<file path="src/hw/dam_pkg.sv">
package dam_pkg;

    // Register byte addresses on the APB side
    localparam logic [31:0] DAM_SYNC_CTRL_ADDR = 32'h0FFFFC04;
    localparam logic [31:0] DAM_MEM_CFG_ADDR = 32'hFFFFFC00;
    localparam logic [31:0] DAM_STATUS_ADDR = 32'hFFFFFC08;

    // Values after reset
    localparam logic [15:0] DAM_SYNC_CTRL_RST = 16'h0000;
    localparam logic [15:0] DAM_MEM_CFG_RST = 16'h0000;

    // Synchronous memory control fields
    localparam int DAM_SYNC_EN_BIT = 15;
    localparam int DAM_SYNC_COL0_BIT = 6;

    // Memory configuration fields
    localparam int DAM_MD12_LSB = 14;
    localparam int DAM_ROW0_LSB = 12;
    localparam int DAM_MD11_BIT = 11;
    localparam int DAM_ROW8_BIT = 10;
    localparam int DAM_ROW9_BIT = 9;
    localparam int DAM_ROW10_BIT = 8;
    localparam int DAM_COL9_BIT = 7;
    localparam int DAM_COL10_BIT = 6;
    localparam int DAM_MD8_BIT = 5;

    // Status word fields
    localparam int DAM_STAT_BUSY_BIT = 31;
    localparam int DAM_STAT_COL_BIT = 30;

    // Widths
    localparam int DAM_LINE_W = 25;
    localparam int DAM_PIN_W = 16;

    // Access sequencing states, one-hot
    typedef enum logic [3:0] {
        DAM_ST_IDLE = 4'b0001,
        DAM_ST_ROW = 4'b0010,
        DAM_ST_COL = 4'b0100,
        DAM_ST_PLAIN = 4'b1000
    } dam_state_e;

    // Request from the strobe sequencer, same clock
    typedef struct packed {
        logic start;
        logic finish;
        logic isDram;
        logic colStrobe;
    } dam_acc_req_s;

    // Source selections frozen for one access
    typedef struct packed {
        logic sync_dram_enable;
        logic sdCol;
        logic [1:0] md12Sel;
        logic [1:0] row0Sel;
        logic md11Sel;
        logic row8Sel;
        logic row9Sel;
        logic row10Sel;
        logic col9Sel;
        logic col10Sel;
        logic md8Col;
    } dam_sel_s;

endpackage

</file>
<file path="src/hw/dam_addr_mux.sv">
// Local design decision: the APB slave port.
module dam_addr_mux (
    input wire logic clock,
    input wire logic rst_b,
    input wire logic psel,
    input wire logic penable,
    input wire logic pwrite,
    input wire logic [31:0] paddr,
    input wire logic [31:0] pwdata,
    output logic [31:0] prdata,
    output logic pready,
    output logic pslverr,
    input wire dam_pkg::dam_acc_req_s accReq,
    input wire logic [dam_pkg::DAM_LINE_W-1:0] internalAddressLine,
    output logic [dam_pkg::DAM_PIN_W-1:0] multiplexedDramAddress,
    output logic accessBusy
);
    import dam_pkg::*;

    logic [15:0] syncCtrl_q;
    logic [15:0] memCfg_q;
    logic [31:0] prdata_q;
    dam_state_e state_q;
    dam_state_e state_d;
    dam_sel_s sel_q;
    dam_sel_s selLive;
    dam_sel_s selUse;
    logic [DAM_PIN_W-1:0] pins_q;
    logic [DAM_PIN_W-1:0] pins_d;
    logic [DAM_PIN_W-1:0] rowMap;
    logic [DAM_PIN_W-1:0] colMap;
    logic [DAM_PIN_W-1:0] plainMap;
    logic [DAM_LINE_W-1:0] lineIn;
    logic apbSetup;
    logic apbAccess;
    logic hitSync;
    logic hitCfg;
    logic hitStat;
    logic hitAny;
    logic [31:0] rdMux;
    logic [DAM_LINE_W-1:0] lineDly_q;

    assign lineIn = internalAddressLine;

    // Address decode; whole word compare so aliases are refused
    assign hitSync = (paddr == DAM_SYNC_CTRL_ADDR);
    assign hitCfg = (paddr == DAM_MEM_CFG_ADDR);
    assign hitStat = (paddr == DAM_STATUS_ADDR);
    assign hitAny = hitSync | hitCfg | hitStat;
    assign apbSetup = psel & ~penable;
    assign apbAccess = psel & penable;

    // Zero wait states; unmapped addresses answer with an error
    assign pready = 1'b1;
    assign pslverr = apbAccess & ~hitAny;
    assign prdata = prdata_q;

    // Read word assembled from registers and live state
    always_comb begin
        rdMux = 32'h00000000;
        if (hitSync) begin
            rdMux = {16'h0000, syncCtrl_q};
        end else if (hitCfg) begin
            rdMux = {16'h0000, memCfg_q};
        end else if (hitStat) begin
            rdMux[DAM_STAT_BUSY_BIT] = (state_q != DAM_ST_IDLE);
            rdMux[DAM_STAT_COL_BIT] = (state_q == DAM_ST_COL);
            rdMux[DAM_PIN_W-1:0] = pins_q;
        end
    end

    // Read data captured in the setup cycle so it is a flop at the access edge
    always_ff @(posedge clock or negedge rst_b) begin
        if (!rst_b) begin
            prdata_q <= 32'h00000000;
        end else if (apbSetup && !pwrite) begin
            prdata_q <= rdMux;
        end
    end

    // Synchronous memory control register
    always_ff @(posedge clock or negedge rst_b) begin
        if (!rst_b) begin
            syncCtrl_q <= DAM_SYNC_CTRL_RST;
        end else if (apbAccess && pwrite && hitSync) begin
            syncCtrl_q <= pwdata[15:0];
        end
    end

    // Memory configuration register holds the mux selections except the sync enable and sdCol
    always_ff @(posedge clock or negedge rst_b) begin
        if (!rst_b) begin
            memCfg_q <= DAM_MEM_CFG_RST;
        end else if (apbAccess && pwrite && hitCfg) begin
            memCfg_q <= pwdata[15:0];
        end
    end

    // Live view of the selection fields
    always_comb begin
        selLive.sync_dram_enable = syncCtrl_q[DAM_SYNC_EN_BIT];
        selLive.sdCol = syncCtrl_q[DAM_SYNC_COL0_BIT];
        selLive.md12Sel = memCfg_q[DAM_MD12_LSB+:2];
        selLive.row0Sel = memCfg_q[DAM_ROW0_LSB+:2];
        selLive.md11Sel = memCfg_q[DAM_MD11_BIT];
        selLive.row8Sel = memCfg_q[DAM_ROW8_BIT];
        selLive.row9Sel = memCfg_q[DAM_ROW9_BIT];
        selLive.row10Sel = memCfg_q[DAM_ROW10_BIT];
        selLive.col9Sel = memCfg_q[DAM_COL9_BIT];
        selLive.col10Sel = memCfg_q[DAM_COL10_BIT];
        selLive.md8Col = memCfg_q[DAM_MD8_BIT];
    end

    // A register write mid-access must not move the pins, so freeze at start
    assign selUse = accReq.start ? selLive : sel_q;

    always_ff @(posedge clock or negedge rst_b) begin
        if (!rst_b) begin
            sel_q <= '0;
        end else if (accReq.start) begin
            sel_q <= selLive;
        end
    end

    // Access sequencing: row phase, then column phase on the column strobe
    always_comb begin
        state_d = state_q;
        case (state_q)
            DAM_ST_IDLE: begin
                if (accReq.start) begin
                    state_d = accReq.isDram ? DAM_ST_ROW : DAM_ST_PLAIN;
                end
            end
            DAM_ST_ROW: begin
                if (accReq.finish) begin
                    state_d = DAM_ST_IDLE;
                end else if (accReq.colStrobe) begin
                    state_d = DAM_ST_COL;
                end
            end
            DAM_ST_COL: begin
                // Page bursts stay in column phase; the open row is untouched
                if (accReq.finish) begin
                    state_d = DAM_ST_IDLE;
                end else if (accReq.start && !accReq.isDram) begin
                    state_d = DAM_ST_PLAIN;
                end
            end
            DAM_ST_PLAIN: begin
                if (accReq.finish) begin
                    state_d = DAM_ST_IDLE;
                end else if (accReq.start && accReq.isDram) begin
                    state_d = DAM_ST_ROW;
                end
            end
            default: begin
                state_d = DAM_ST_IDLE;
            end
        endcase
    end

    always_ff @(posedge clock or negedge rst_b) begin
        if (!rst_b) begin
            state_q <= DAM_ST_IDLE;
        end else begin
            state_q <= state_d;
        end
    end

    // Row map: lines 9 to 24 only, so a burst inside lines 1 to 8 keeps its row
    always_comb begin
        rowMap[7:1] = lineIn[18:12];
        case (selUse.row0Sel)
            2'h1: rowMap[0] = lineIn[22];
            2'h2: rowMap[0] = lineIn[23];
            default: rowMap[0] = lineIn[11];
        endcase
        rowMap[8] = selUse.row8Sel ? lineIn[20] : lineIn[10];
        rowMap[9] = selUse.row9Sel ? lineIn[19] : lineIn[9];
        rowMap[10] = selUse.row10Sel ? lineIn[21] : lineIn[19];
        rowMap[11] = selUse.md11Sel ? lineIn[22] : lineIn[20];
        case (selUse.md12Sel)
            2'h1: rowMap[12] = lineIn[21];
            2'h2: rowMap[12] = lineIn[23];
            default: rowMap[12] = lineIn[10];
        endcase
        rowMap[13] = lineIn[22];
        rowMap[14] = lineIn[23];
        rowMap[15] = lineIn[24];
    end

    // Column map: lower lines on pins 10:0, row map bits on pins 15:11, page mode or synchronous variant
    always_comb begin
        colMap[7:1] = lineIn[8:2];
        if (selUse.sync_dram_enable) begin
            colMap[0] = selUse.sdCol ? lineIn[0] : lineIn[1];
        end else begin
            colMap[0] = lineIn[1];
        end
        if (selUse.md8Col) begin
            colMap[8] = selUse.sync_dram_enable ? lineIn[1] : lineIn[0];
        end else begin
            colMap[8] = lineIn[9];
        end
        colMap[9] = selUse.col9Sel ? lineIn[1] : lineIn[10];
        // Synchronous parts see a low column A10, so auto-precharge stays off
        colMap[10] = (selUse.col10Sel && !selUse.sync_dram_enable) ? lineIn[11] : 1'b0;
        colMap[15:11] = rowMap[15:11];
    end

    // Plain address: byte bit zero is never placed on a pin
    assign plainMap = lineIn[DAM_PIN_W:1];

    // Pin value follows the phase the access enters this edge
    always_comb begin
        case (state_d)
            DAM_ST_ROW: pins_d = rowMap;
            DAM_ST_COL: pins_d = colMap;
            default: pins_d = plainMap;
        endcase
    end

    always_ff @(posedge clock or negedge rst_b) begin
        if (!rst_b) begin
            pins_q <= '0;
        end else begin
            pins_q <= pins_d;
        end
    end

    assign multiplexedDramAddress = pins_q;
    assign accessBusy = (state_q != DAM_ST_IDLE);

    // Helper copy of the address for the checks below
    always_ff @(posedge clock or negedge rst_b) begin
        if (!rst_b) begin
            lineDly_q <= '0;
        end else begin
            lineDly_q <= lineIn;
        end
    end

    a_plain_addr: assert property (@(posedge clock) disable iff (!rst_b)
        (state_d == DAM_ST_PLAIN) |=> (pins_q[12:0] == lineDly_q[13:1]))
        else $error("plain address not on pins");

    a_row_low: assert property (@(posedge clock) disable iff (!rst_b)
        (state_d == DAM_ST_ROW) |=> (pins_q[7:1] == lineDly_q[18:12]))
        else $error("row bits wrong");

    a_col_low: assert property (@(posedge clock) disable iff (!rst_b)
        (state_d == DAM_ST_COL) |=> (pins_q[7:1] == lineDly_q[8:2]))
        else $error("column bits wrong");

    a_pin8_col: assert property (@(posedge clock) disable iff (!rst_b)
        (state_d == DAM_ST_COL && !selUse.md8Col) |=> (pins_q[8] == lineDly_q[9]))
        else $error("pin 8 column source wrong");

    a_pin0_sync: assert property (@(posedge clock) disable iff (!rst_b)
        (state_d == DAM_ST_COL && selUse.sync_dram_enable && selUse.sdCol) |=> (pins_q[0] == lineDly_q[0]))
        else $error("pin 0 sync column wrong");

    a_pin0_page: assert property (@(posedge clock) disable iff (!rst_b)
        (state_d == DAM_ST_COL && !selUse.sync_dram_enable) |=> (pins_q[0] == lineDly_q[1]))
        else $error("pin 0 page column wrong");

    a_pin11_row: assert property (@(posedge clock) disable iff (!rst_b)
        (state_d == DAM_ST_ROW && selUse.md11Sel) |=> (pins_q[11] == lineDly_q[22]))
        else $error("pin 11 source wrong");

    a_pin12_row: assert property (@(posedge clock) disable iff (!rst_b)
        (state_d == DAM_ST_ROW && selUse.md12Sel == 2'h2) |=> (pins_q[12] == lineDly_q[23]))
        else $error("pin 12 source wrong");

    a_sel_frozen: assert property (@(posedge clock) disable iff (!rst_b)
        (!accReq.start) |=> $stable(sel_q))
        else $error("selection moved mid access");

    a_row_to_col: assert property (@(posedge clock) disable iff (!rst_b)
        (state_q == DAM_ST_ROW && accReq.colStrobe && !accReq.finish) |=> (state_q == DAM_ST_COL))
        else $error("column phase not entered");

    a_cfg_write: assert property (@(posedge clock) disable iff (!rst_b)
        (apbAccess && pwrite && hitCfg) |=> (memCfg_q == $past(pwdata[15:0])))
        else $error("configuration write lost");

endmodule

</file>
<file path="config.mk">
export PLATFORM = sky130hd
export DESIGN_NAME = dam_addr_mux
export DESIGN_NICKNAME = d
export VERILOG_FILES = /design/src/hw/dam_pkg.sv /design/src/hw/dam_addr_mux.sv
export SDC_FILE = /design/constraint.sdc
export NUM_CORES = 1
export LEC_CHECK = 0
export BUFFER_PORTS_ARGS = -buffer_cell sky130_fd_sc_hd__buf_2
export CAP_MARGIN = 20
export CORE_AREA = 2 2 93 95
export DETAILED_ROUTE_END_ITERATION = 10
export DIE_AREA = 0 0 95 97
export PLACE_DENSITY = 0.79
export SYNTH_ARGS = -nofsm -noshare
export SYNTH_HDL_FRONTEND = slang
export SYNTH_SLANG_ARGS = --single-unit
export TNS_END_PERCENT = 30
</file>
<file path="constraint.sdc">
create_clock -name clock -period 3.05 [get_ports clock]
set_input_delay 0.61 -clock clock [delete_from_list [all_inputs] [get_ports clock]]
set_output_delay 0.61 -clock clock [all_outputs]
set_load 0.05 [all_outputs]
</file>
## Word level (Yosys, flattened, before mapping)

Cells that the tools add are included.

| cells by class | value |
|---|---|
| equality and inequality tests | 14 |
| mux-type cells | 28 |
| bitwise operators | 7 |
| reductions and logical operators | 10 |

Operator list:

| operator | count |
|---|---|
| $eq A32 B32 Y1 const B | 2 |
| $eq A32 B28 Y1 const B | 1 |
| $mux W16 | 2 |
| $mux W32 | 1 |
| $mux W4 | 8 |
| $pmux W16 S2 | 1 |
| $pmux W4 S4 | 1 |
| $mux W13 | 1 |
| $mux W1 | 10 |
| $eq A4 B2 Y1 const B | 2 |
| $eq A4 B3 Y1 const B | 2 |
| $logic_and A1 B1 Y1 | 7 |
| $eq A2 B1 Y1 const B | 2 |
| $eq A2 B2 Y1 const B | 2 |
| $eq A4 B1 Y1 const B | 1 |
| $eq A4 B4 Y1 const B | 1 |
| $mux W2 | 2 |
| $ne A4 B1 Y1 const B | 1 |
| $pmux W1 S2 | 2 |
| $and A1 B1 Y1 | 3 |
| $logic_not A1 Y1 | 3 |
| $not A1 Y1 | 2 |
| $or A1 B1 Y1 | 2 |

| storage, ports and cells | value |
|---|---|
| register bits | 97 |
| input port bits | 98 |
| output and inout port bits | 51 |
| logic and storage cells | 75 |

## Longest topological paths before layout

Gate-level depths: netlist of the first run.

| depth | value |
|---|---|
| depth after elaboration | 7 |
| mapped depth | 9 |
| depth with buffers taken out | 7 |

## Worst setup path before layout of the first run

OpenSTA, ideal clock, no wires.

| timing path | value |
|---|---|
| path type | input to output |
| from | input paddr[5] |
| to | output pslverr |
| data arrival time | 2102 ps |
| required time | 2440 ps |
| slack | 338 ps |
| cell stages on the path | 6 |
| buffers on the path | 1 |
| cell sequence | or4_4 -> nor4_4 -> nand2_4 -> clkbuf_1 -> a21oi_1 -> nor2_1 |

| between the ends | value |
|---|---|
| longest elaborated chain between the ends | 5 |
| elaborated cells between the ends (all ways) | 7 |
| those cells by class | 3 x eq/ne; 4 x bitwise |

RTL lines:

| what | line | source |
|---|---|---|
| start, declared | dam_addr_mux.sv:8 | `input wire logic [31:0] paddr,` |
| $eq A32 B28 Y1 / $eq A32 B32 Y1 (equally long branches) | dam_addr_mux.sv:46, dam_addr_mux.sv:47 |  |
| $or A1 B1 Y1 | dam_addr_mux.sv:49 | `assign hitAny = hitSync \| hitCfg \| hitStat;` |
| $or A1 B1 Y1 * | dam_addr_mux.sv:49 |  |
| $not A1 Y1 * | dam_addr_mux.sv:55 | `assign pslverr = apbAccess & ~hitAny;` |
| $and A1 B1 Y1 * | dam_addr_mux.sv:55 |  |
| end, declared | dam_addr_mux.sv:12 | `output logic pslverr,` |

Mark *: on every way between the ends. The rest lies on a longest branch, timed or not.

## Worst setup path in the final report of the first run

Same ends and word-level chain as after synthesis.

==> results_dict.tcl, run 1 <==
set metrics [dict create \
    yosysSeqAreaShare 0.525 \
    skew_ns 0.0151 \
    reg2reg_from "state_q[0]" \
    synth_warnings 0 \
    crit_top_cell "buf_2" \
    rr_worst_depth 6 \
    period_needed_ns 2.75 \
    path_clk_slew_ns 0.09 \
    dp_hpwl_mm 7.14 \
    drtIter0Drc 166 \
    wl_per_cell_um 17.4 \
    critPathSlowestCell "or4_4" \
    cp_top_family "simple AND/OR/NAND/NOR gates" \
    synthMuxAreaShare 0.177 \
    final_max_slew_viol_count 0 \
    io_pins 149 \
    power.leakage_uw 0.00255 \
    gp_congestion 0.861 \
    swShare 0.294 \
    post_cts_buffers 0 \
    cts_made_buffers 9 \
    p_seq_frac 0.456 \
    num_rows 33 \
    syn_area_per_cell_um2 11.8 \
    antenna_found_initial 0 \
    cts_sinks 83 \
    clockPowerShare 0.369 \
    die_w_um 95 \
    p_comb_frac 0.175 \
    slowest_delay_ns 0.54 \
    r2r_slack_ns 0.93 \
    cp.arrival_ns 2.14 \
    crit_buf_inv 2 \
    relSlewSlack 0.619 \
    grt_overflow_total 0 \
    synth-seq-cells 83 \
    antenna_cells 0 \
    portBuffers 117 \
    grt_pass1_vias 3231 \
    vias 3164 \
    drc 0 \
    grt_max_degree 84 \
    rsz0062_at_grt "no" \
    powerDensity_mw_per_mm2 527 \
    synth_compound_gate_area_share 0.107 \
    holdBufCountCts 0 \
    tritoncts "done" \
    synth_xor_xnor_area_share 0 \
    netlist_area_mm2 0.00396 \
    cp.required_ns 2.44 \
    hold_class "primary input to asynchronous set/reset pin" \
    finalCritPeriodShare 0.901 \
    ir_drop_uv 311 \
    hold_violations 0 \
    grt_pass1_wl_mm 16.1 \
    fin_ws_ns 0.302 \
    worstMarginPinSlew_ns 0.563 \
    drv_cap 0 \
    synthSimpleGateAreaFrac 0.120 \
    core_area_mm2 0.00813 \
    track_usage 0.226 \
    end_kind "output port" \
    fmax_mhz 364 \
    dieArea_mm2 0.00922 \
    start_util 0.487 \
    dr.pass1.iters 4 \
    netlist_instances 335 \
    synth_top_family_by_area "multiplexers" \
    timing.setup.tns_ns 0 \
    synthAdderAreaFrac 0.0126 \
    finalSetupViolCount 0 \
    critical_path_peak_fanout 8 \
    cellInternalPower_uw 1830 \
    ant_nets 0 \
    nets 560 \
    drive_gt1_frac 0.441 \
    fill_cells 650 \
    dieHeight_um 97 \
    wirelength_mm 9.87 \
    yosysUniqueCellTypes 43 \
    via_per_inst 5.57 \
    areaGrowthSynthToFinish_pct 24.3 \
    cts_resized 0 \
    htreeDepth 3 \
    startpoint_type "primary input" \
    worstSetupPathType "primary input to output port" \
    clockBufferDepth 2 \
    dp_slack_ns 0.295 \
    p_sw_uw 763 \
    r2r_end "multiplexedDramAddress[12]" \
    cp_cell_sequence "buf_2, or4_4, nor4_4, nand2_4, a21oi_1, nor2_1, buf_2" \
    status "completed" \
    clock_latency_ns 0.35 \
    cts-root-buf "clkbuf_8" \
]
power by group through the flow:
| stage | Sequential [µW] | Clock, µW | Combinational (µW) |
|---|---|---|---|
| 2_1_floorplan | 1300 | 0 | 204 |
| 3_3_place_gp | 1200 | 0 | 443 |
| 3_5_place_dp | 1200 | 0 | 449 |
| 4_1_cts | 1180 | 978 | 451 |
| 5_1_grt | 1190 | 1030 | 486 |
| 6_report | 1180 | 958 | 454 |
cells by family (layout without fill, tap and decap cells):
group | count (synthesis) | after routing
AOI/OAI and AO/OA | 55 | 55
adders and majority gates | 4 | 4
buffers and inverters | 41 | 156
DFF | 83 | 83
muxes | 63 | 63
other | 2 | 15
and+or+nand+nor | 87 | 87
registers in the layout, summed over array words and instances (netlist names):
register / count
memCfg_q: 16
multiplexedDramAddress: 16
prdata: 18
sel_q: 13
state_q: 4
syncCtrl_q: 16
placed cells by master, fill, tap and decap left out, drive strengths merged, types with 4 or more instances in the layout:
| cell | count |
|---|---|
| nand4 | 5 |
| o21ai | 9 |
| ha | 4 |
| nand3 | 4 |
| a21oi | 4 |
| o41ai | 16 |
| mux2i | 8 |
| clkbuf | 9 |
| mux2 | 55 |
| nor2 | 27 |
| buf | 128 |
| nand2 | 31 |
| inv | 14 |
| a221oi | 17 |
| dfrtp | 82 |
| conb | 15 |
layer usage:
layer / vias to the layer above / global-route usage / wire [µm]
met5: - / 0 / 0
met4: 0 / 0.0713 / 184
met3: 14 / 0.0576 / 670
met2: 135 / 0.377 / 5090
met1: 1563 / 0.285 / 3920
li1: 1452 / - / -
Yosys cell counts:
cell,n,area (µm²)
mux2i_1,8,80.1
nand3b_1,1,7.51
dfrtp_1,82,2050
o31ai_1,1,7.51
nand2_4,1,11.3
a22oi_1,3,22.5
buf_6,2,22.5
nor4_4,2,42.5
nor4b_1,2,17.5
mux2_2,54,608
nor4b_4,1,23.8
inv_1,12,45.0
a221oi_1,17,149
and4b_1,1,10.0
o211ai_1,1,7.51
nand3_1,4,20.0
or4_4,1,11.3
nand2b_1,1,6.26
nand4b_1,3,26.3
nor3_1,1,5.00
nand2_1,30,113
and2_1,1,6.26
nor2b_1,2,12.5
nor2_1,27,101
ha_1,4,50.1
nor3b_1,1,7.51
nor4_1,1,6.26
mux2_1,1,11.3
and3_1,1,6.26
buf_4,15,113
dfstp_2,1,26.3
o21ai_0,9,45.0
a22o_1,1,8.76
or4_1,1,7.51
nand4_1,5,31.3
o41ai_1,16,140
conb_1,2,7.51
o21a_1,1,7.51
buf_1,1,3.75
a21oi_1,4,20.0
a32oi_1,1,8.76
a21boi_1,1,7.51
clkbuf_1,11,41.3
worst max path at each step:
stage                        start            end  slack (ns)  cells after the start
after floorplan           paddr[5]        pslverr        0.34                      6
after global placement    paddr[5]  syncCtrl_q[0]        0.30                      7
after detailed placement  paddr[5]  syncCtrl_q[5]        0.29                      7
after CTS                 paddr[5]        pslverr        0.29                      7
after global routing      paddr[5]        pslverr        0.26                      7
final                     paddr[5]        pslverr        0.30                      7
layout make-up:
cell class              count  area, µm²  share of cell area
clock buffers               9        124              0.0252
clock inverters             7        121              0.0247
inverters                  12       45.0             0.00916
multi-input cells         224       1700               0.346
flip-flops and latches     83       2080               0.423
well taps                 105        131              0.0267
repair buffers            128        716               0.146
stage by stage:
step                total power [µW]   util  hold WS [ns]  instance area (µm²)  cells
floorplan                       1500      -         0.314                 4010    348
global placement                1640  0.571         0.455                 4650    551
detailed placement              1650  0.571         0.457                 4650    551
CTS                             2610  0.601         0.455                 4890    567
global route                    2700  0.605        0.0315                 4920    568
finish                          2590  0.605        0.0526                 4920    568
worst reg2reg max path, stage by stage, from the launching register on:
cell and delay [ns]:
dfstp_2 0.58, nor4b_1 0.48, nand2_1 0.11, and3_1 0.23, nor2_1 0.11, buf_4 0.17
mux2_2 0.35
No activity file was read; power rests on OpenSTA's default activity.
==> run 2: changes to the inputs <==
--- a/config.mk
+++ b/config.mk
@@ -7,10 +7,11 @@
 export LEC_CHECK = 0
 export BUFFER_PORTS_ARGS = -buffer_cell sky130_fd_sc_hd__buf_2
 export CAP_MARGIN = 20
-export CORE_AREA = 2 2 93 95
+export CORE_AREA = 2 2 90 92
 export DETAILED_ROUTE_END_ITERATION = 10
-export DIE_AREA = 0 0 95 97
-export PLACE_DENSITY = 0.79
+export DIE_AREA = 0 0 92 94
+export GPL_ROUTABILITY_DRIVEN = 0
+export PLACE_DENSITY = 0.83
 export SYNTH_ARGS = -nofsm -noshare
 export SYNTH_HDL_FRONTEND = slang
 export SYNTH_SLANG_ARGS = --single-unit
==> constraint.sdc (replaced) <==
create_clock -name clock -period 3.49 [get_ports clock]
set_input_delay 0.698 -clock clock [delete_from_list [all_inputs] [get_ports clock]]
set_output_delay 0.698 -clock clock [all_outputs]
set_load 0.05 [all_outputs]
==> results_dict.tcl, run 2 (same netlist as run 1, synthesis figures left out) <==
set metrics [dict create \
    status "completed" \
    r2r_end "multiplexedDramAddress[12]" \
    timing.setup.tns_ns 0 \
    track_usage 0.232 \
    fin_area_mm2 0.00479 \
    vias 3205 \
    finalSetupViolCount 0 \
    end_kind "output port" \
    hold_class "primary input to asynchronous set/reset pin" \
    wirelength_mm 9.71 \
    relSlewSlack 0.514 \
    cts_made_buffers 9 \
    core_area_mm2 0.00761 \
    io_pins 149 \
    critPathSlowestCell "or4_4" \
    dieHeight_um 94 \
    worstSetupPathType "primary input to output port" \
    powerDensity_mw_per_mm2 426 \
    power.leakage_uw 0.00248 \
    antenna_found_initial 0 \
    via_per_inst 5.70 \
    cp.arrival_ns 2.30 \
    ir_drop_uv 353 \
    slowest_delay_ns 0.54 \
    grt_pass1_vias 3123 \
    dieArea_mm2 0.00865 \
    cp_top_family "simple AND/OR/NAND/NOR gates" \
    drv_cap 0 \
    hold_violations 0 \
    period_needed_ns 3.00 \
    layout_common_cells "116 x buf_2, 82 x dfrtp_1, 54 x mux2_2" \
    rsz0062_at_grt "no" \
    grt_max_degree 84 \
    fmax_mhz 333 \
    fin_hold_ws_ns 0.173 \
    fill_cells 598 \
    cp.required_ns 2.79 \
    tritoncts "done" \
    cts_resized 0 \
    path_clk_slew_ns 0.08 \
    final_max_slew_viol_count 0 \
    final_common_cell "buf_2" \
    drc 0 \
    clockBufferDepth 2 \
    die_w_um 92 \
    grt_overflow_total 0 \
    htreeDepth 3 \
    largest_reg_flops 18 \
    rr_worst_depth 5 \
    skew_ns 0.00896 \
    drive_gt1_frac 0.433 \
    dp_hpwl_mm 6.98 \
    cp_cell_sequence "buf_2, or4_4, nor4_4, nand2_4, a21oi_1, nor2_1, buf_2" \
    ant_nets 0 \
    r2r_slack_ns 1.00 \
    startpoint_type "primary input" \
    critical_path_peak_fanout 19 \
    holdBufCountCts 0 \
    nets 557 \
    grt_pass1_wl_mm 15.5 \
    placed_cell_area_mm2 0.00459 \
    drtIter0Drc 263 \
    crit_top_cell "buf_2" \
    finalCritPeriodShare 0.859 \
    post_cts_buffers 0 \
    antenna_cells 0 \
    wl_per_cell_um 17.3 \
    cts_sinks 83 \
    clock_latency_ns 0.36 \
    cts-root-buf "clkbuf_8" \
    reg2reg_from "state_q[0]" \
    crit_buf_inv 2 \
    start_util 0.520 \
    dr.pass1.iters 4 \
    portBuffers 117 \
    worstMarginPinSlew_ns 0.729 \
    num_rows 32 \
    areaGrowthSynthToFinish_pct 21.1 \
]
[run 2: final cells by class]
type | count | area [µm²] | area share
clock buffers | 11 | 131 | 0.0274
multi-input cells | 224 | 1700 | 0.355
flip-flops and latches | 83 | 2080 | 0.434
inverters | 12 | 45.0 | 0.00940
well taps | 102 | 128 | 0.0266
repair buffers | 125 | 668 | 0.139
clock inverters | 5 | 40.0 | 0.00835
[run 2: worst max path at each step]
stage                    to  slack (ns)  cells past startpoint      from
finish              pslverr        0.49                      7  paddr[5]
CTS                 pslverr        0.49                      7  paddr[5]
detailed placement  pslverr        0.49                      7  paddr[5]
global route        pslverr        0.42                      7  paddr[5]
global placement    pslverr        0.47                      7  paddr[5]
floorplan           pslverr        0.60                      6  paddr[5]
[run 2: layer usage]
metal  global-route usage  vias up  wire length [µm]
li1                     -     1448                 -
met1                0.294     1565              3800
met2                0.393      170              4850
met3               0.0409       22               772
met4                0.101        0               287
met5                    0        -                 0
[run 2: worst reg2reg max path, delay by kind of cell, from the launching register on]
kind          cells  cell delay, ns
simple gates      4            1.37
mux               1            0.43
flops             1            0.58
[run 2: report_power, final]
group | internal, µW | switching (µW)
registers | 999 | 33.9
logic | 119 | 278
clock network | 261 | 352
total | 1380 | 663
[run 2: metrics by stage]
stage	std cells	total power, µW	utilization	setup slack, ns
after floorplan	348	1310	-	0.602
after global routing	562	2120	0.630	0.423
after detailed placement	545	1440	0.604	0.486
final	562	2040	0.630	0.491
after CTS	561	2040	0.626	0.486
after global placement	545	1430	0.604	0.473
